==> src/design/mgpio_pkg.sv <==
// constants for the multi-port gpio bank
package mgpio_pkg;

    // ------------------------------------------------------------------
    // bus and port widths
    // ------------------------------------------------------------------
    localparam int ADDR_W = 12;
    localparam int DATA_W = 8;
    localparam int PORT_W = 8;
    localparam int P2_W   = 3;

    // ------------------------------------------------------------------
    // register offsets
    // ------------------------------------------------------------------
    localparam logic [ADDR_W-1:0] OFF_P1_DATA  = 12'h001;
    localparam logic [ADDR_W-1:0] OFF_P2_DATA  = 12'h002;
    localparam logic [ADDR_W-1:0] OFF_P3_DATA  = 12'h003;
    localparam logic [ADDR_W-1:0] OFF_P4_DATA  = 12'h004;
    localparam logic [ADDR_W-1:0] OFF_P1_DIR   = 12'h009;
    localparam logic [ADDR_W-1:0] OFF_P4_TYPE  = 12'h00a;
    localparam logic [ADDR_W-1:0] OFF_P2_PINS  = 12'h00c;
    localparam logic [ADDR_W-1:0] OFF_P3_PINS  = 12'h00d;
    localparam logic [ADDR_W-1:0] OFF_P4_PINS  = 12'h00e;

    // ------------------------------------------------------------------
    // reset values
    // ------------------------------------------------------------------
    localparam logic [PORT_W-1:0] RST_P1_DATA = 8'h00;
    localparam logic [PORT_W-1:0] RST_P1_DIR  = 8'h00;
    localparam logic [P2_W-1:0]   RST_P2_DATA = 3'h7;
    localparam logic [PORT_W-1:0] RST_P3_DATA = 8'hff;
    localparam logic [PORT_W-1:0] RST_P4_DATA = 8'hff;
    localparam logic [PORT_W-1:0] RST_P4_TYPE = 8'h00;

    // ------------------------------------------------------------------
    // port 2 bit positions and reset synchroniser depth
    // ------------------------------------------------------------------
    localparam int P2_STOP_BIT = 0;
    localparam int P2_XIN_BIT  = 1;
    localparam int P2_XOUT_BIT = 2;
    localparam int SYNC_STAGES = 2;

    // address match, shared by write and read decode
    function automatic logic mgpio_hit(input logic [ADDR_W-1:0] addr, input logic [ADDR_W-1:0] off);
        return addr == off;
    endfunction : mgpio_hit

endpackage : mgpio_pkg

==> src/design/mgpio_drv_if.sv <==
// drive request from the register core to one pin driver
`timescale 1ns/1ns
interface mgpio_drv_if #(parameter int W = 8);
    logic [W-1:0] en;
    logic [W-1:0] push;
    logic [W-1:0] val;
    modport src (output en, output push, output val);
    modport pad (input en, input push, input val);
endinterface : mgpio_drv_if

==> src/design/mgpio_top.sv <==
// register core and pin control of the four-port gpio bank
`timescale 1ns/1ns

// Functional notes
// - per-bit port1 direction, one drives latch
// - reset clears port1 direction and latch
// - port1 read returns latch for outputs
// - port1 read returns pin for inputs
// - port2 three latch bits reset high
// - dual clock gives pins 1-2 to crystal
// - falling port2 bit0 gives a one-cycle interrupt pulse
// - stop mode floats port2 bit0
// - port2 reads valid only in low bits
// - port3 latch resets to all ones
// - ports 2-4 have latch and pin registers
// - port4 type bit picks drain or push
// - port4 latch ones, type zero at reset
module mgpio_top (
    input  wire logic                          mclk,
    input  wire logic                          nrst,
    input  wire logic [mgpio_pkg::ADDR_W-1:0]  reg_addr,
    input  wire logic [mgpio_pkg::DATA_W-1:0]  reg_wdata,
    input  wire logic                          reg_wr,
    input  wire logic                          reg_rd,
    output logic      [mgpio_pkg::DATA_W-1:0]  reg_rdata,
    input  wire logic                          global_output_gate,
    input  wire logic                          dual_clock_mode,
    input  wire logic                          stop_mode,
    input  wire logic [mgpio_pkg::PORT_W-1:0]  p1_pin_in,
    output logic      [mgpio_pkg::PORT_W-1:0]  p1_pin_out,
    output logic      [mgpio_pkg::PORT_W-1:0]  p1_pin_oe,
    input  wire logic [mgpio_pkg::PORT_W-1:0]  p1_periph_out,
    output logic      [mgpio_pkg::PORT_W-1:0]  p1_level,
    input  wire logic [mgpio_pkg::P2_W-1:0]    p2_pin_in,
    output logic      [mgpio_pkg::P2_W-1:0]    p2_pin_out,
    output logic      [mgpio_pkg::P2_W-1:0]    p2_pin_oe,
    input  wire logic                          low_freq_crystal_out,
    output logic                               low_freq_crystal_in,
    output logic                               stop_release_pin,
    output logic                               ext_int0_fall,
    input  wire logic [mgpio_pkg::PORT_W-1:0]  p3_pin_in,
    output logic      [mgpio_pkg::PORT_W-1:0]  p3_pin_out,
    output logic      [mgpio_pkg::PORT_W-1:0]  p3_pin_oe,
    input  wire logic [mgpio_pkg::PORT_W-1:0]  p4_pin_in,
    output logic      [mgpio_pkg::PORT_W-1:0]  p4_pin_out,
    output logic      [mgpio_pkg::PORT_W-1:0]  p4_pin_oe,
    input  wire logic [mgpio_pkg::PORT_W-1:0]  p4_periph_out,
    output logic      [mgpio_pkg::PORT_W-1:0]  p4_level
);
    import mgpio_pkg::*;

    // ------------------------------------------------------------------
    // state
    // ------------------------------------------------------------------
    typedef struct packed {
        logic [PORT_W-1:0] p1_data;
        logic [PORT_W-1:0] p1_dir;
        logic [P2_W-1:0]   p2_data;
        logic [PORT_W-1:0] p3_data;
        logic [PORT_W-1:0] p4_data;
        logic [PORT_W-1:0] p4_type;
        logic [DATA_W-1:0] rdata;
        logic [PORT_W-1:0] p1_lvl;
        logic [PORT_W-1:0] p4_lvl;
        logic              p20_lvl;
        logic              p20_fall;
        logic              xtal_in;
    } mgpio_regs_t;

    mgpio_regs_t r_q;
    mgpio_regs_t r_d;
    logic        rst_n;

    mgpio_drv_if #(.W(PORT_W)) d1 ();
    mgpio_drv_if #(.W(P2_W))   d2 ();
    mgpio_drv_if #(.W(PORT_W)) d3 ();
    mgpio_drv_if #(.W(PORT_W)) d4 ();

    // ------------------------------------------------------------------
    // reset release
    // ------------------------------------------------------------------
    mgpio_rst_sync u_rst (
        .mclk  (mclk),
        .nrst  (nrst),
        .rst_n (rst_n)
    );

    // ------------------------------------------------------------------
    // register file, read path and pin sampling
    // ------------------------------------------------------------------
    // input-mode port1 bits read the pin, so a read-modify-write on a
    // mixed-direction byte copies pin levels into those latches
    always_comb begin
        r_d = r_q;
        if (reg_wr) begin
            if (mgpio_hit(reg_addr, OFF_P1_DATA)) r_d.p1_data = reg_wdata;
            if (mgpio_hit(reg_addr, OFF_P1_DIR))  r_d.p1_dir  = reg_wdata;
            if (mgpio_hit(reg_addr, OFF_P2_DATA)) r_d.p2_data = reg_wdata[P2_W-1:0];
            if (mgpio_hit(reg_addr, OFF_P3_DATA)) r_d.p3_data = reg_wdata;
            if (mgpio_hit(reg_addr, OFF_P4_DATA)) r_d.p4_data = reg_wdata;
            if (mgpio_hit(reg_addr, OFF_P4_TYPE)) r_d.p4_type = reg_wdata;
        end
        // read data stands for one cycle only; unmapped reads give zero
        r_d.rdata = '0;
        if (reg_rd) begin
            if (mgpio_hit(reg_addr, OFF_P1_DATA))
                r_d.rdata = (r_q.p1_dir & r_q.p1_data) | (~r_q.p1_dir & p1_pin_in);
            if (mgpio_hit(reg_addr, OFF_P1_DIR))  r_d.rdata = r_q.p1_dir;
            if (mgpio_hit(reg_addr, OFF_P2_DATA)) r_d.rdata = {5'h00, r_q.p2_data};
            if (mgpio_hit(reg_addr, OFF_P2_PINS)) r_d.rdata = {5'h00, p2_pin_in};
            if (mgpio_hit(reg_addr, OFF_P3_DATA)) r_d.rdata = r_q.p3_data;
            if (mgpio_hit(reg_addr, OFF_P3_PINS)) r_d.rdata = p3_pin_in;
            if (mgpio_hit(reg_addr, OFF_P4_DATA)) r_d.rdata = r_q.p4_data;
            if (mgpio_hit(reg_addr, OFF_P4_TYPE)) r_d.rdata = r_q.p4_type;
            if (mgpio_hit(reg_addr, OFF_P4_PINS)) r_d.rdata = p4_pin_in;
        end
        // pin levels handed on to the peripherals
        r_d.p1_lvl   = p1_pin_in;
        r_d.p4_lvl   = p4_pin_in;
        r_d.xtal_in  = p2_pin_in[P2_XIN_BIT] & dual_clock_mode;
        r_d.p20_lvl  = p2_pin_in[P2_STOP_BIT];
        // edge seen on the pad itself, so a driven low also triggers
        r_d.p20_fall = r_q.p20_lvl & ~p2_pin_in[P2_STOP_BIT];
    end

    // reset values put port1 in input mode and ports 2-4 latches high
    always_ff @(posedge mclk or negedge rst_n) begin
        if (!rst_n) begin
            r_q.p1_data  <= RST_P1_DATA;
            r_q.p1_dir   <= RST_P1_DIR;
            r_q.p2_data  <= RST_P2_DATA;
            r_q.p3_data  <= RST_P3_DATA;
            r_q.p4_data  <= RST_P4_DATA;
            r_q.p4_type  <= RST_P4_TYPE;
            r_q.rdata    <= '0;
            r_q.p1_lvl   <= '0;
            r_q.p4_lvl   <= '0;
            r_q.p20_lvl  <= 1'b1;
            r_q.p20_fall <= 1'b0;
            r_q.xtal_in  <= 1'b0;
        end else begin
            r_q <= r_d;
        end
    end

    // ------------------------------------------------------------------
    // drive requests
    // ------------------------------------------------------------------
    // port1 push-pull where direction is set, peripheral gated by latch
    assign d1.en   = r_q.p1_dir & {PORT_W{global_output_gate}};
    assign d1.push = '1;
    assign d1.val  = r_q.p1_data & p1_periph_out;

    // port2 open drain, crystal out push-pull in dual clock; stop bit follows the gate and floats in stop
    always_comb begin
        d2.en   = {P2_W{global_output_gate}};
        d2.push = '0;
        d2.val  = r_q.p2_data;
        d2.en[P2_STOP_BIT] = ~stop_mode & global_output_gate;
        if (dual_clock_mode) begin
            d2.en[P2_XIN_BIT]    = 1'b0;
            d2.en[P2_XOUT_BIT]   = 1'b1;
            d2.push[P2_XOUT_BIT] = 1'b1;
            d2.val[P2_XOUT_BIT]  = low_freq_crystal_out;
        end
    end

    // port3 sink-only large-current port
    assign d3.en   = {PORT_W{global_output_gate}};
    assign d3.push = '0;
    assign d3.val  = r_q.p3_data;

    // port4 type selects push-pull or open drain per bit
    assign d4.en   = {PORT_W{global_output_gate}};
    assign d4.push = r_q.p4_type;
    assign d4.val  = r_q.p4_data & p4_periph_out;

    // ------------------------------------------------------------------
    // pin drivers
    // ------------------------------------------------------------------
    mgpio_pad #(.W(PORT_W)) u_p1 (
        .mclk    (mclk),
        .rst_n   (rst_n),
        .drv     (d1.pad),
        .pin_out (p1_pin_out),
        .pin_oe  (p1_pin_oe)
    );

    mgpio_pad #(.W(P2_W)) u_p2 (
        .mclk    (mclk),
        .rst_n   (rst_n),
        .drv     (d2.pad),
        .pin_out (p2_pin_out),
        .pin_oe  (p2_pin_oe)
    );

    mgpio_pad #(.W(PORT_W)) u_p3 (
        .mclk    (mclk),
        .rst_n   (rst_n),
        .drv     (d3.pad),
        .pin_out (p3_pin_out),
        .pin_oe  (p3_pin_oe)
    );

    mgpio_pad #(.W(PORT_W)) u_p4 (
        .mclk    (mclk),
        .rst_n   (rst_n),
        .drv     (d4.pad),
        .pin_out (p4_pin_out),
        .pin_oe  (p4_pin_oe)
    );

    // ------------------------------------------------------------------
    // outputs
    // ------------------------------------------------------------------
    assign reg_rdata           = r_q.rdata;
    assign p1_level            = r_q.p1_lvl;
    assign p4_level            = r_q.p4_lvl;
    assign low_freq_crystal_in = r_q.xtal_in;
    assign stop_release_pin    = r_q.p20_lvl;
    assign ext_int0_fall       = r_q.p20_fall;

    // ------------------------------------------------------------------
    // checks
    // ------------------------------------------------------------------
    a_p1_dir_gate: assert property (@(posedge mclk) disable iff (!rst_n)
        ##1 ((p1_pin_oe & ~$past(r_q.p1_dir)) == '0))
        else $error("port1 pin driven while direction is input");

    a_p1_reset_in: assert property (@(posedge mclk)
        $rose(rst_n) |-> (r_q.p1_dir == RST_P1_DIR && r_q.p1_data == RST_P1_DATA))
        else $error("port1 not input after reset");

    a_p1_read_mix: assert property (@(posedge mclk) disable iff (!rst_n)
        (reg_rd && reg_addr == OFF_P1_DATA) |=>
        reg_rdata == (($past(r_q.p1_dir) & $past(r_q.p1_data)) | (~$past(r_q.p1_dir) & $past(p1_pin_in))))
        else $error("port1 read mixes latch and pin wrongly");

    a_p1_and_out: assert property (@(posedge mclk) disable iff (!rst_n)
        ##1 ((p1_pin_oe & (p1_pin_out ^ ($past(r_q.p1_data) & $past(p1_periph_out)))) == '0))
        else $error("port1 output not latch and peripheral");

    a_p2_reset_hi: assert property (@(posedge mclk)
        $rose(rst_n) |-> r_q.p2_data == RST_P2_DATA && r_q.p3_data == RST_P3_DATA)
        else $error("port2 or port3 latch not high after reset");

    a_xtal_pins: assert property (@(posedge mclk) disable iff (!rst_n)
        dual_clock_mode |=> !p2_pin_oe[P2_XIN_BIT])
        else $error("crystal input pin driven in dual clock");

    a_p20_fall: assert property (@(posedge mclk) disable iff (!rst_n)
        $fell(p2_pin_in[P2_STOP_BIT]) |=> ext_int0_fall ##1 !ext_int0_fall)
        else $error("falling stop pin not flagged once");

    a_stop_float: assert property (@(posedge mclk) disable iff (!rst_n)
        stop_mode |=> !p2_pin_oe[P2_STOP_BIT])
        else $error("stop pin driven in stop mode");

    a_p2_upper: assert property (@(posedge mclk) disable iff (!rst_n)
        (reg_rd && (reg_addr == OFF_P2_DATA || reg_addr == OFF_P2_PINS)) |=> reg_rdata[7:3] == 5'h00)
        else $error("port2 upper read bits not zero");

    a_p3_pin_read: assert property (@(posedge mclk) disable iff (!rst_n)
        (reg_rd && reg_addr == OFF_P3_PINS) |=> reg_rdata == $past(p3_pin_in))
        else $error("port3 pin read mismatch");

    a_p4_drain: assert property (@(posedge mclk) disable iff (!rst_n)
        ##1 ((p4_pin_oe & p4_pin_out & ~$past(r_q.p4_type)) == '0))
        else $error("open drain port4 pin driven high");

    a_p4_reset: assert property (@(posedge mclk)
        $rose(rst_n) |-> r_q.p4_data == RST_P4_DATA && r_q.p4_type == RST_P4_TYPE)
        else $error("port4 reset values wrong");

    a_p3_od_low: assert property (@(posedge mclk) disable iff (!rst_n)
        ##1 (p3_pin_oe == (~$past(r_q.p3_data) & {PORT_W{$past(global_output_gate)}})))
        else $error("port3 open drain not pulling only zeros");

    a_p1_read_in: assert property (@(posedge mclk) disable iff (!rst_n)
        (reg_rd && reg_addr == OFF_P1_DATA) |=> ((reg_rdata ^ $past(p1_pin_in)) & ~$past(r_q.p1_dir)) == '0)
        else $error("port1 input bit read not the pin");

    a_p1_oe_exact: assert property (@(posedge mclk) disable iff (!rst_n)
        ##1 (p1_pin_oe == ($past(r_q.p1_dir) & {PORT_W{$past(global_output_gate)}})))
        else $error("port1 output bit not driven");

    a_rdata_idle: assert property (@(posedge mclk) disable iff (!rst_n)
        !reg_rd |=> reg_rdata == '0)
        else $error("read data not zero outside read");

    a_p2_data_rd: assert property (@(posedge mclk) disable iff (!rst_n)
        (reg_rd && reg_addr == OFF_P2_DATA) |=> reg_rdata[P2_W-1:0] == $past(r_q.p2_data))
        else $error("port2 latch read mismatch");

    a_p2_pin_rd: assert property (@(posedge mclk) disable iff (!rst_n)
        (reg_rd && reg_addr == OFF_P2_PINS) |=> reg_rdata[P2_W-1:0] == $past(p2_pin_in))
        else $error("port2 pin read mismatch");

    a_p3_data_rd: assert property (@(posedge mclk) disable iff (!rst_n)
        (reg_rd && reg_addr == OFF_P3_DATA) |=> reg_rdata == $past(r_q.p3_data))
        else $error("port3 latch read mismatch");

    a_p4_data_rd: assert property (@(posedge mclk) disable iff (!rst_n)
        (reg_rd && reg_addr == OFF_P4_DATA) |=> reg_rdata == $past(r_q.p4_data))
        else $error("port4 latch read mismatch");

    a_p4_pin_rd: assert property (@(posedge mclk) disable iff (!rst_n)
        (reg_rd && reg_addr == OFF_P4_PINS) |=> reg_rdata == $past(p4_pin_in))
        else $error("port4 pin read mismatch");

    a_p4_push_oe: assert property (@(posedge mclk) disable iff (!rst_n)
        ##1 (((p4_pin_oe ^ {PORT_W{$past(global_output_gate)}}) & $past(r_q.p4_type)) == '0))
        else $error("push-pull port4 pin not enabled by gate");

    a_p4_push_val: assert property (@(posedge mclk) disable iff (!rst_n)
        ##1 (((p4_pin_out ^ ($past(r_q.p4_data) & $past(p4_periph_out))) & $past(r_q.p4_type)) == '0))
        else $error("push-pull port4 pin value wrong");

    a_p4_od_low: assert property (@(posedge mclk) disable iff (!rst_n)
        ##1 (((p4_pin_oe ^ ({PORT_W{$past(global_output_gate)}} & ~($past(r_q.p4_data) & $past(p4_periph_out))))
            & ~$past(r_q.p4_type)) == '0))
        else $error("open drain port4 pin not pulling only zeros");

    a_xtal_out: assert property (@(posedge mclk) disable iff (!rst_n)
        dual_clock_mode |=> p2_pin_oe[P2_XOUT_BIT] && p2_pin_out[P2_XOUT_BIT] == $past(low_freq_crystal_out))
        else $error("crystal output pin not driven in dual clock");

    a_xtal_in: assert property (@(posedge mclk) disable iff (!rst_n)
        ##1 (low_freq_crystal_in == ($past(p2_pin_in[P2_XIN_BIT]) && $past(dual_clock_mode))))
        else $error("crystal input level not gated by mode");

    a_stop_level: assert property (@(posedge mclk) disable iff (!rst_n)
        ##1 (stop_release_pin == $past(p2_pin_in[P2_STOP_BIT])))
        else $error("stop release level not following pin");

    a_int_quiet: assert property (@(posedge mclk) disable iff (!rst_n)
        !$fell(p2_pin_in[P2_STOP_BIT]) |=> !ext_int0_fall)
        else $error("interrupt pulse without falling pin");

endmodule : mgpio_top

==> src/design/mgpio_rst_sync.sv <==
// two-stage release synchroniser for the async low reset
`timescale 1ns/1ns
module mgpio_rst_sync (
    input  wire logic mclk,
    input  wire logic nrst,
    output logic      rst_n
);
    import mgpio_pkg::*;

    typedef struct packed {
        logic [SYNC_STAGES-1:0] sh;
    } mgpio_rs_t;

    mgpio_rs_t s_q;
    mgpio_rs_t s_d;

    // shift ones in after release; assert is immediate
    always_comb begin
        s_d.sh = {s_q.sh[SYNC_STAGES-2:0], 1'b1};
    end

    always_ff @(posedge mclk or negedge nrst) begin
        if (!nrst) begin
            s_q <= '0;
        end else begin
            s_q <= s_d;
        end
    end

    assign rst_n = s_q.sh[SYNC_STAGES-1];

endmodule : mgpio_rst_sync

==> src/design/mgpio_pad.sv <==
// registered pin driver: push-pull or sink-only open drain per bit
`timescale 1ns/1ns
module mgpio_pad #(
    parameter int W = 8
) (
    input  wire logic  mclk,
    input  wire logic  rst_n,
    mgpio_drv_if.pad   drv,
    output logic [W-1:0] pin_out,
    output logic [W-1:0] pin_oe
);
    import mgpio_pkg::*;

    if (W < 1 || W > PORT_W) begin : g_chk
        $error("mgpio_pad: width out of range");
    end

    typedef struct packed {
        logic [W-1:0] out;
        logic [W-1:0] oe;
    } mgpio_pad_t;

    mgpio_pad_t p_q;
    mgpio_pad_t p_d;

    // open drain only ever pulls low; a one leaves the pin free as input
    always_comb begin
        p_d.out = drv.val & drv.push;
        p_d.oe  = drv.en & (drv.push | ~drv.val);
    end

    always_ff @(posedge mclk or negedge rst_n) begin
        if (!rst_n) begin
            p_q <= '0;
        end else begin
            p_q <= p_d;
        end
    end

    assign pin_out = p_q.out;
    assign pin_oe  = p_q.oe;

endmodule : mgpio_pad

==> config.mk <==
export PLATFORM = sky130hd
export DESIGN_NAME = mgpio_top
export DESIGN_NICKNAME = d
export VERILOG_FILES = /design/src/design/mgpio_pkg.sv /design/src/design/mgpio_drv_if.sv /design/src/design/mgpio_top.sv /design/src/design/mgpio_rst_sync.sv /design/src/design/mgpio_pad.sv
export SDC_FILE = /design/constraint.sdc
export NUM_CORES = 1
export LEC_CHECK = 0
export ABC_AREA = 1
export BUFFER_PORTS_ARGS = -buffer_cell sky130_fd_sc_hd__buf_2
export CAP_MARGIN = 10
export CORE_ASPECT_RATIO = 1.4
export CORE_MARGIN = 5
export CORE_UTILIZATION = 48
export CTS_BUF_LIST = sky130_fd_sc_hd__clkbuf_8
export DETAILED_ROUTE_END_ITERATION = 6
export PLACE_DENSITY = 0.79
export SETUP_SLACK_MARGIN = 0.4
export SYNTH_ARGS = -nofsm -noshare
export SYNTH_HDL_FRONTEND = slang
export SYNTH_SLANG_ARGS = --single-unit
==> constraint.sdc <==
create_clock -name mclk -period 3.1 [get_ports mclk]
set_input_delay 0.465 -clock mclk [delete_from_list [all_inputs] [get_ports mclk]]
set_output_delay 0.465 -clock mclk [all_outputs]
set_load 0.02 [all_outputs]
---- Yosys cells after proc, flatten, opt, wreduce, memory -nomap -nowiden ----
Index checks and enable logic that the tools add are counted.
word-level totals
  flip-flop bits (word level) ............. 118
  word-level logic and storage cells ...... 70
cells by class
  equality and inequality tests ........... 9
  mux-type cells .......................... 13
  bitwise logic cells ..................... 22
  reductions and logical operators ........ 6
operators with widths
  operator                                              number
  2-to-1 mux 8 bit                                      10
  AND 8 bit                                             8
  equality test 12 x 4 -> 1 bit, second input constant  5
  equality test 12 x 2 -> 1 bit, second input constant  2
  NOT 8 bit                                             3
  OR 8 bit                                              2
  equality test 12 x 1 -> 1 bit, second input constant  1
  equality test 12 x 3 -> 1 bit, second input constant  1
  AND reduction 2 bit                                   6
  AND 3 bit                                             2
  AND 1 bit                                             3
  NOT 3 bit                                             1
  OR 3 bit                                              1
  2-to-1 mux 1 bit                                      2
  2-to-1 mux 2 bit                                      1
  NOT 1 bit                                             2

---- Depth between registers and ports, before layout ----
Gate-level depths: netlist of run 1.
  depth after elaboration ................. 13
  mapped depth ............................ 14

---- Modules after synthesis ----
Synthesis of run 1 repeated with hierarchy kept, for this count alone.
second synthesis, totals
  cells, all modules ...................... 641
  area total of the unflattened synthesis .. 5636.7 um^2
modules (own cells, without submodules)
  module                 instances  cells an instance  area each (um^2)  seq. area each (um^2)
  mgpio_top              1          449                3589.7            1776.7
  mgpio_pad at u_p1 ...  3          56                 590.6             400.4
  mgpio_pad at u_p2      1          21                 221.5             150.1
  mgpio_rst_sync         1          3                  53.8              50.0

---- Least setup slack after synthesis of run 1 ----
OpenSTA, ideal clock, no wires.
  path kind ............................... input -> register
  start ................................... input port reg_addr[0] (netlist bit)
  end ..................................... register r_q, in the netlist reg_rdata[1]
  setup time .............................. 121 ps
  data arrival time ....................... 1468 ps
  required time ........................... 2979 ps
  setup slack ............................. 1510 ps
  stages .................................. 10
  buffers on the path ..................... 1
  cells stage by stage .................... buf_4 -> nand2_1 -> nor2_2 -> nand4_1 -> o21ai_0 -> nand3_1 -> nand2_1 -> nand4_1 -> nor2_1 -> nor2_1
RTL lines
  element               RTL line          source
  from (decl)           mgpio_top.sv:21   input wire logic [mgpio_pkg::ADDR_W-1:0] reg_addr,
  to (signal assigned)  mgpio_top.sv:142  r_q <= r_d;
  to (decl)             mgpio_top.sv:70   mgpio_regs_t r_q;

==> results of run 1 <==
==> synthesized netlist by cell type <==
| cell type | number |
|---|---|
| a21oi_1 | 17 |
| a31oi_1 | 8 |
| buf_2 | 4 |
| buf_4 | 35 |
| buf_6 | 2 |
| clkbuf_1 | 3 |
| clkinv_1 | 1 |
| conb_1 | 2 |
| dfrtp_1 | 96 |
| dfstp_2 | 20 |
| inv_1 | 71 |
| inv_2 | 4 |
| mux2i_1 | 3 |
| nand2_1 | 129 |
| nand2_2 | 4 |
| nand3_1 | 8 |
| nand3_2 | 2 |
| nand4_1 | 11 |
| nand4_2 | 1 |
| nor2_1 | 23 |
| nor2_2 | 3 |
| nor2_4 | 3 |
| nor3_1 | 3 |
| nor4_1 | 2 |
| o211ai_1 | 2 |
| o21ai_0 | 50 |
| o21ai_1 | 15 |
| o21bai_1 | 2 |
| o22ai_1 | 1 |
| or2_2 | 1 |
==> power groups by stage <==
stage	registers, mW	clock network, mW	logic (mW)
3_3_place_gp	1.60	0	0.197
3_5_place_dp	1.60	0	0.200
5_1_grt	1.58	1.54	0.217
6_report	1.57	1.43	0.199
4_1_cts	1.57	1.46	0.202
2_1_floorplan	1.62	0	0.0907
==> sequential cells by signal (all words and copies together) (netlist names), 2 cells and up <==
name and count:
r_q 25, d3.val 8, d4.push 8, p1_level 8, p4_level 8, reg_rdata 8
u_p1.pin_oe 8, u_p1.pin_out 8, u_p3.pin_oe 8, u_p4.pin_oe 8, u_p4.pin_out 8, u_p2.pin_oe 3
d2.val 2, u_rst.s_q 2
==> cells by family (layout without fill, tap and decap cells) <==
family                 after synthesis  after routing  synth area share [%]
AO/OA/AOI/OAI                       95             95                 10.16
buffers and inverters              120            252                 12.31
flip-flops                         116            116                 59.91
multiplexers                         3              3                0.6145
other                                2             11                0.1537
AND/OR/NAND/NOR                    190            190                 16.85
==> routing by layer <==
layer	vias to the layer above	routed length, um	GRT usage (%)
li1	1875	-	-
met1	1878	4497	23.01
met2	164	6562	36.49
met3	26	841	6.272
met4	0	364	9.856
met5	-	0	0
==> final cells by class <==
| type | count | area (um2) |
|---|---|---|
| fill | 887 | 4026 |
| sequential | 116 | 2932 |
| multi-input combinational | 299 | 1391 |
| timing repair buffer | 144 | 730.7 |
| inverter | 76 | 285.3 |
| clock buffer | 19 | 261.5 |
| tap | 135 | 168.9 |
| clock inverter | 13 | 157.7 |
==> worst max-delay path by stage <==
stage	startpoint	end	slack [ns]	cells past startpoint
after floorplan	u_rst.s_q[1]$_DFF_PN0_	d4.push[0]$_DFFE_PN0P_	1.18	0
after global placement	reg_addr[7]	reg_rdata[7]$_DFF_PN0_	1.0	11
after detailed placement	reg_addr[5]	reg_rdata[7]$_DFF_PN0_	0.95	12
after CTS	reg_addr[5]	reg_rdata[5]$_DFF_PN0_	1.37	12
after global routing	reg_addr[11]	reg_rdata[5]$_DFF_PN0_	1.17	12
final	reg_addr[5]	reg_rdata[5]$_DFF_PN0_	1.32	12
==> stage by stage <==
step	util [%]	total power [mW]	hold slack, ns	instance area (um2)
CTS	59.55	3.237	0.1207	5927
global route	59.55	3.329	0.1265	5927
detailed placement	55.24	1.799	0.2530	5498
floorplan	-	1.714	0.1694	4922
finish	59.55	3.204	0.1550	5927
global placement	55.24	1.795	0.2509	5498
==> critical path, cell delays in order <==
cell and delay (ns):
buf_2 0.10, nor2_2 0.13, nand2_2 0.11, nor2_4 0.28
nand2_1 0.24, inv_2 0.14, o21ai_0 0.11, a21oi_1 0.20
a21oi_1 0.06, nand3_1 0.08, nand2_1 0.08, a21oi_1 0.13
==> repair_timing <==
action / 4_1_cts / 5_1_grt
hold buffers: 1 / 0
gates resized for setup: 0 / 0
hold endpoints to repair: 2 / 0
buffers inserted: 0 / 0
==> metrics.csv, run 1 <==
metric,value,unit
Max Buffers Root-to-Sink,2,
die area,12330,um2
vias in the first global route,3937,
H-Tree Depth,4,
Final ANT Viol Nets,0,
drt via density,4.916,
Cell Rows,43,
Core Region,9953,um2
post-synth top area share,49.16,%
final hold violation count,0,
I/O pin cnt,152,
drt drc,0,
I/O Buffers,141,
Die Span Y,129.4,um
Worst VDD drop,263.4,uV
Net Switching,760.7,uW
Leak,3.126,nW
GRT Total Usage,20.91,%
post-route setup slack,1.321,ns
Worst-Margin Slew,0.8374,ns
register share of total power,49.0,%
Syn Area/Cell,9.291,um2
first-pass GRT wire length,19020,um
worst r2r src,r_q[55]$_DFFE_PN0P_,
ranking of synthesized cells by area,"dfrtp_1 49%, dfstp_2 11%, nand2_1 9.9%, inv_1 5.5%, buf_4 5.4%",
average wire per standard cell,15.29,um
min-delay worst type,input port to register,
Net Sw Frac,23.74,%
number of distinct library cells after synthesis,30,
Initial DRC Count,219,
Comb power frac,6.2,%
CTS tree,done,
Die Wd,95.28,um
startpoint types,input port,
Cell Pwr Density,540.7,nW/um2
Place WS,0.9534,ns
clock share of power,44.8,%
RSZ-0062 raised after global routing,no,
Worst Min Path Start,p4_pin_in[2],
Final min period,1.779,ns
HPWL after DPL,9295,um
"Clk Latency, worst-skew pair",0.43,ns
Cell Int Power,2.444,mW
clock tree root driver cell,clkbuf_8,
status,finished clean,
Final Cycle Share,57.38,%
"commonest non-fill, non-tap cell in the layout",buf_2,
headroom to the max-slew limit,44.17,%
Yosys warnings,0,
Reg2Reg Depth,8,
gpl congestion,0.8560,
crit path DAT,2.12,ns
Syn-to-layout area delta,21.27,%
largest net degree at the start of global routing,68,
vias,3943,
reg2reg setup slack,1.63,ns
"Slew Viols, Final",0,
TritonCTS Buffers,17,
clk slew on worst S/H paths,0.07,ns
post-synthesis register bit count,116,
diode count,0,
initial antenna violation count,0,
final count of negative-setup-slack endpoints,0,
"commonest cells after routing, fill and taps aside","141 x buf_2, 129 x nand2_1, 95 x dfrtp_1",
max-cap check violation count,0,
starting density of the core,49.10,%
Fin Clk Skew,0.006498,ns
fmax,0.5621,GHz
Cells after Synth,526,
dpl cells,769,
Synth Cell Area,4887,um2
critical path peak fanout,14,
drt first pass iters,5,
Non-Filler Instances,802,
CP required,3.45,ns
CTS sink count,116,
Worst R2R End,reg_rdata[1]$_DFF_PN0_,
hold depth,1,
# nets final,725,
global route overflow,0,
Worst setup EP type,register,
sequential fraction of the synthesis area,59.91,%
setup_tns,0,ns
routed wire length,12260,um
cell taking the most area after synthesis,dfrtp_1,
layout cell share with drive strength beyond 1,32.08,%
WS Path Type,input port to register,
Worst Hold Path EP,p4_level[2]$_DFF_PN0_,
Power figures use the tool's default switching activity.
==> run 2, diff against run 1 <==
==> constraint.sdc (replaced) <==
create_clock -name mclk -period 1.6 [get_ports mclk]
set_input_delay 0.24 -clock mclk [delete_from_list [all_inputs] [get_ports mclk]]
set_output_delay 0.24 -clock mclk [all_outputs]
set_load 0.02 [all_outputs]
==> run 2 against run 1 <==
Register-to-register slack worse by 1.4 ns; largest power group unchanged; critical endpoint is now reg_rdata[0]$_DFF_PN0_; highest routed layer unchanged; routed wire length up 17%; clock power is 79% higher.
==> metrics.csv, run 2 (same netlist as run 1, synthesis figures left out) <==
metric,value,unit,change
status,finished clean,,
initial antenna violation count,0,,unchanged
headroom to the max-slew limit,64.22,%,+20 points
Fin Clk Skew,0.01081,ns,+0.004314 ns
Fillers,661,,-25%
TritonCTS Buffers,17,,unchanged
Worst VDD drop,625.7,uV,+140%
max-cap check violation count,0,,unchanged
I/O Buffers,141,,unchanged
Leak,3.660,nW,+17%
"Clk Latency, worst-skew pair",0.43,ns,about the same
layout cell share with drive strength beyond 1,39.57,%,+7.5 points
I/O pin cnt,152,,unchanged
Final Cycle Share,86.37,%,
Slowest cell on crit path,o21ai_0,,
reg2reg setup slack,0.26,ns,-1.37 ns
clk slew on worst S/H paths,0.07,ns,about the same
critical path's most frequent cell,nand2_1,,
Setup crit start,reg_addr[7],,
Final min period,1.382,ns,
Critical Path End,reg_rdata[0]$_DFF_PN0_,,
Worst-Margin Slew,0.5367,ns,-0.3007 ns
"commonest cells after routing, fill and taps aside","121 x nand2_1, 94 x dfrtp_1, 80 x buf_6",,
FF/Latch Area,2933,um2,about the same
Max Buffers Root-to-Sink,2,,unchanged
largest reg by FF count,r_q,,
WS Path Type,input port to register,,
Worst setup EP type,register,,
first-pass GRT wire length,21100,um,+11%
Die Span Y,129.4,um,unchanged
Initial DRC Count,199,,-9.1%
vias,4329,,+9.8%
Core Region,9953,um2,unchanged
Syn-to-layout area delta,48.64,%,
min-delay worst type,input port to register,,
Place WS,-0.2083,ns,-1.162 ns
global route overflow,0,,unchanged
multi-input logic area,1573,um2,+13%
routed wire length,14410,um,+17%
final count of negative-setup-slack endpoints,0,,unchanged
Worst R2R End,reg_rdata[0]$_DFF_PN0_,,
Final ANT Viol Nets,0,,unchanged
CP required,1.91,ns,-1.54 ns
Die Wd,95.28,um,unchanged
starting density of the core,49.10,%,unchanged
Min Hold Slack,0.01690,ns,-0.1381 ns
post-route setup slack,0.2182,ns,-1.103 ns
average wire per standard cell,16.41,um,+7.3%
gpl congestion,0.8688,,+1.5%
"commonest non-fill, non-tap cell in the layout",nand2_1,,
"Slew Viols, Final",0,,unchanged
drt drc,0,,unchanged
CP Buf/Inv Count,3,,+1
fmax,0.7237,GHz,
Reg2Reg Depth,11,,+3
critical path peak fanout,4,,-10
"delay-heaviest family, CP",simple AND/OR/NAND/NOR gates,,
drt first pass iters,6,,+1
CTS sink count,116,,unchanged
drt via density,4.931,,+0.29%
worst r2r src,r_q[62]$_DFFE_PN0P_,,
critical-path cell list,buf_6 -> nor2_4 -> nand2_2 -> nor2_4 -> buf_6 -> nand4_1 -> o21ai_0 -> inv_1 -> nand2_1 -> nand2_1 -> nand2_1 -> nand2_1 -> nand2_1 -> a21oi_1,,
Cell Rows,43,,unchanged
CP peak stage delay,0.22,ns,-0.06 ns
HPWL after DPL,9540,um,+2.6%
diode count,0,,unchanged
CTS tree,done,,
RSZ-0062 raised after global routing,yes,,
die area,12330,um2,unchanged
# nets final,801,,+10%
H-Tree Depth,4,,unchanged
crit path DAT,1.69,ns,-0.43 ns
vias in the first global route,4344,,+10%
total power,6.197,mW,+93%
startpoint types,input port,,
final hold violation count,0,,unchanged
largest net degree at the start of global routing,70,,+2.9%
Non-Filler Instances,878,,+9.5%
Cell Pwr Density,853.1,nW/um2,+58%
clock tree root driver cell,clkbuf_8,,
cell depth of the worst setup path,14,,+2
dpl cells,800,,+4.0%
GRT Total Usage,22.80,%,+1.9 points
number of flip-flops under the largest register name,25,,unchanged
run 2: changes by cell type in the layout (fill, tap and decap cells not counted), sizes merged:
| cell | before | now |
|---|---|---|
| bufinv | 3 | 1 |
| inv | 75 | 79 |
| clkinvlp | 4 | 0 |
| clkinv | 7 | 4 |
| clkbuf | 19 | 24 |
| dlygate4sd3 | 1 | 30 |
| buf | 143 | 190 |
run 2: worst min-delay path by stage:
stage                     cells after the start                        end        startpoint  slack [ns]
after floorplan                               0     u_rst.s_q[0]$_DFF_PN0_              nrst       -0.06
after global placement                        1     u_rst.s_q[0]$_DFF_PN0_              nrst        0.03
after detailed placement                      1     u_rst.s_q[1]$_DFF_PN0_              nrst        0.03
after CTS                                     2   u_p4.pin_oe[7]$_DFF_PN0_  p4_periph_out[7]       0.002
after global routing                          3  u_p1.pin_out[0]$_DFF_PN0_  p1_periph_out[0]       0.008
final                                         3  u_p1.pin_out[0]$_DFF_PN0_  p1_periph_out[0]        0.02
run 2: metal layers:
metal / global-route usage (%) / routed length (um)
met5: 0 / 0
met4: 8.071 / 428
met3: 5.575 / 776
met2: 40.95 / 7969
met1: 26.05 / 5231
run 2: area by class of cell:
type                    instances  area share (%)
repair buffers                220           26.32
multi-input cells             299           21.65
inverters                      76           3.961
flip-flops and latches        116           40.37
well taps                     135           2.325
clock buffers                  24           4.547
clock inverters                 8          0.8267
run 2: worst register-to-register path, delay by kind of cell (launching register included):
kind / cells / cell delay, ns
and+or+nand+nor: 10 / 0.79
DFF: 1 / 0.38
AOI/OAI and AO/OA: 1 / 0.06
run 2: stage by stage:
| step | area, um2 | utilization (%) | TNS, ns |
|---|---|---|---|
| after floorplan | 4987 | - | 0 |
| after global placement | 5802 | 58.29 | -1.147 |
| after detailed placement | 5802 | 58.29 | -1.703 |
| after CTS | 6859 | 68.91 | 0 |
| after global routing | 7264 | 72.99 | 0 |
| final | 7264 | 72.99 | 0 |
run 2: power breakdown:
group | switching (mW) | internal, mW
Sequential | 0.0337 | 3.00
Combinational | 0.333 | 0.275
Clock | 1.07 | 1.49
run 2: what timing repair did:
action,4_1_cts,5_1_grt
setup endpoints to repair,42,86
pin swaps,15,15
cloned,0,0
buffers inserted,11,5
endpoints found under the hold margin,30,2
resized for setup,88,109
hold buffers,28,2
==> run 3, diff against run 2 <==
--- a/config.mk
+++ b/config.mk
@@ -5,7 +5,7 @@
 export SDC_FILE = /design/constraint.sdc
 export NUM_CORES = 1
 export LEC_CHECK = 0
-export ABC_AREA = 1
+export ABC_AREA = 0
 export BUFFER_PORTS_ARGS = -buffer_cell sky130_fd_sc_hd__buf_2
 export CAP_MARGIN = 10
 export CORE_ASPECT_RATIO = 1.4
==> run 3 against run 2 <==
Routed wire length is 0.81% lower; worst hold slack gained 0.00090 ns; final cell count shrank 17%; non-clock buffer count is 10 lower; first-iteration DRC count is 19% higher; global-route usage increased by 1.1 points; register-to-register slack better by 0.03 ns; sequential power about the same; critical path depth shrank 13; largest cell class unchanged.
==> metrics.csv, run 3 <==
metric,value,unit,change
status,finished clean,,
number of flip-flops under the largest register name,25,,unchanged
crit path DAT,1.08,ns,-0.61 ns
headroom to the max-slew limit,62.77,%,-1.4 points
layout cell share with drive strength beyond 1,53.64,%,+14 points
I/O Buffers,141,,unchanged
min-delay worst type,input port to register,,
Leak,3.412,nW,-6.8%
starting density of the core,49.15,%,+0.050 points
Final ANT Viol Nets,0,,unchanged
drt first pass iters,5,,-1
CP peak stage delay,0.54,ns,+0.32 ns
CTS sink count,116,,unchanged
CP Buf/Inv Count,1,,-2
"delay-heaviest family, CP",flip-flops,,
drt drc,0,,unchanged
fmax,0.7581,GHz,+4.8%
vias in the first global route,4065,,-6.4%
Fin Clk Skew,0.008377,ns,-0.002435 ns
Cell Pwr Density,856.0,nW/um2,+0.34%
Cell Rows,43,,unchanged
H-Tree Depth,4,,unchanged
Final min period,1.319,ns,-0.06271 ns
I/O pin cnt,152,,unchanged
routed wire length,14290,um,-0.81%
number of distinct library cells after synthesis,56,,+87%
post-synth top area share,49.10,%,-0.050 points
CP required,1.36,ns,-0.55 ns
global route overflow,0,,unchanged
Final Cycle Share,82.45,%,-3.9 points
setup_tns,0,ns,unchanged
startpoint types,register,,
critical-path cell list,buf_6,,
largest net degree at the start of global routing,63,,-10%
post-synthesis register bit count,116,,unchanged
die area,12340,um2,about the same
clk slew on worst S/H paths,0.07,ns,about the same
Non-Filler Instances,726,,-17%
Synth Cell Area,4892,um2,+0.10%
"count leader, synth",dfrtp_1,,
drt via density,5.314,,+7.8%
GRT Total Usage,23.87,%,+1.1 points
Max Buffers Root-to-Sink,2,,unchanged
first-pass GRT wire length,21560,um,+2.2%
final hold violation count,0,,unchanged
vias,3858,,-11%
Syn-to-layout area delta,45.12,%,
average wire per standard cell,19.68,um,+20%
CTS tree,done,,
Initial DRC Count,236,,+19%
asr flop ratio synth,100.0,%,unchanged
Min Hold Slack,0.01780,ns,+0.0009031 ns
Core Region,9953,um2,unchanged
dpl cells,656,,-18%
gpl congestion,0.9187,,+5.7%
number of synthesized flops with an enable pin,0,,unchanged
Cells after Synth,387,,-26%
WS Path Type,register to primary output,,
diode count,0,,unchanged
Slowest cell on crit path,dfstp_2,,
cell taking the most area after synthesis,dfrtp_1,,
max-cap check violation count,0,,unchanged
Syn Area/Cell,12.64,um2,+36%
synth cell count leaders,"96 x dfrtp_1, 44 x mux2_2, 35 x buf_4",,
critical path peak fanout,2,,-2
HPWL after DPL,9830,um,+3.0%
initial antenna violation count,0,,unchanged
Worst-Margin Slew,0.5584,ns,+0.02172 ns
# nets final,649,,-19%
Yosys warnings,0,,unchanged
sequential fraction of the synthesis area,59.85,%,-0.061 points
"Clk Latency, worst-skew pair",0.44,ns,about the same
"commonest cells after routing, fill and taps aside","94 x dfrtp_1, 75 x buf_6, 67 x buf_2",,
Die Wd,95.33,um,about the same
final count of negative-setup-slack endpoints,0,,unchanged
"Slew Viols, Final",0,,unchanged
"commonest non-fill, non-tap cell in the layout",dfrtp_1,,
TritonCTS Buffers,17,,unchanged
largest reg by FF count,r_q,,
Worst VDD drop,664.6,uV,+6.2%
Die Span Y,129.5,um,about the same
ranking of synthesized cells by area,"dfrtp_1 49%, dfstp_2 11%, mux2_2 10%, buf_4 5.4%, and2_1 2.4%",,
RSZ-0062 raised after global routing,yes,,
Main synth FF type,dfrtp_1,,
clock tree root driver cell,clkbuf_8,,
Worst setup EP type,primary output,,
reg2reg setup slack,0.29,ns,+0.03 ns
-- run 3: cell types whose count changed in the layout (fill, tap and decap cells not counted), moves of 11 or more --
cell,previous run,this run
o21ai_1,37,5
nor2b_1,0,11
and2_1,0,18
mux2_2,0,41
nor2_1,20,8
nand2_1,121,20
inv_1,70,7
o21ai_0,25,9
-- run 3: worst register-to-register path: cells and delay by family (launching register included) --
kind                   cells  cell delay (ns)
flip-flops                 1             0.55
AO/OA/AOI/OAI              4             0.61
buffers and inverters      1             0.05
-- run 3: final timing paths --
check                                                 from                         end  cells after the start
worst max register to register       d3.val[0]$_DFFE_PN1P_      reg_rdata[0]$_DFF_PN0_                      5
worst min-delay path                  low_freq_crystal_out   u_p2.pin_out[2]$_DFF_PN0_                      2
worst max-delay path            stop_release_pin$_DFF_PN1_            stop_release_pin                      1
worst min register to register      u_rst.s_q[1]$_DFF_PN0_         r_q[58]$_DFFE_PN0P_                      0
max in group asynchronous           u_rst.s_q[1]$_DFF_PN0_  stop_release_pin$_DFF_PN1_                      1
min in group asynchronous                             nrst      u_rst.s_q[0]$_DFF_PN0_                      2
-- run 3: cell families (layout without fill, tap and decap cells) --
logic type | after synthesis | count (layout) | synth area share, %
compound gates | 66 | 66 | 9.745
buf+inv | 54 | 249 | 7.059
flops | 116 | 116 | 59.85
mux | 44 | 44 | 10.13
other cells | 2 | 11 | 0.1535
simple gates | 105 | 105 | 13.07
-- run 3: per-layer routing --
layer	up-vias	wire length, um	global-route usage [%]
met3	33	1001	6.678
li1	1712	-	-
met5	-	0	0
met2	171	7674	41.11
met1	1942	5227	27.22
met4	0	384	10.96
-- run 3: where the power goes --
part / total (mW) / leakage [nW] / internal (mW) / switching, mW
sequential: 3.04 / 1.46 / 3.00 / 0.0411
clock: 2.36 / 0.164 / 1.11 / 1.25
combinational: 0.678 / 1.79 / 0.314 / 0.364
-- run 3: repair_timing --
action / 4_1_cts / 5_1_grt
hold buffers: 24 / 1
hold endpoints to repair: 26 / 1
resized for setup: 142 / 28
cloned: 0 / 0
pin swaps: 17 / 16
buffers inserted: 6 / 7
endpoints found under the setup margin: 73 / 106
-- run 3: cell type report --
cell class | count | area [um2]
multi-input combinational | 226 | 1814
clock inverter | 14 | 103.9
sequential | 116 | 2933
inverter | 7 | 26.28
fill | 654 | 2854
tap | 135 | 168.9
timing repair buffer | 210 | 1805
clock buffer | 18 | 247.7
-- run 3: through the flow --
step / instance area (um2) / power [mW] / setup slack (ns) / util [%]
2_1_floorplan: 5060 / 3.392 / 0.1419 / -
3_3_place_gp: 5843 / 3.607 / -0.08006 / 58.71
3_5_place_dp: 5843 / 3.616 / -0.07869 / 58.71
4_1_cts: 6924 / 6.085 / 0.2585 / 69.57
5_1_grt: 7099 / 6.318 / 0.2176 / 71.33
6_report: 7099 / 6.077 / 0.2809 / 71.33
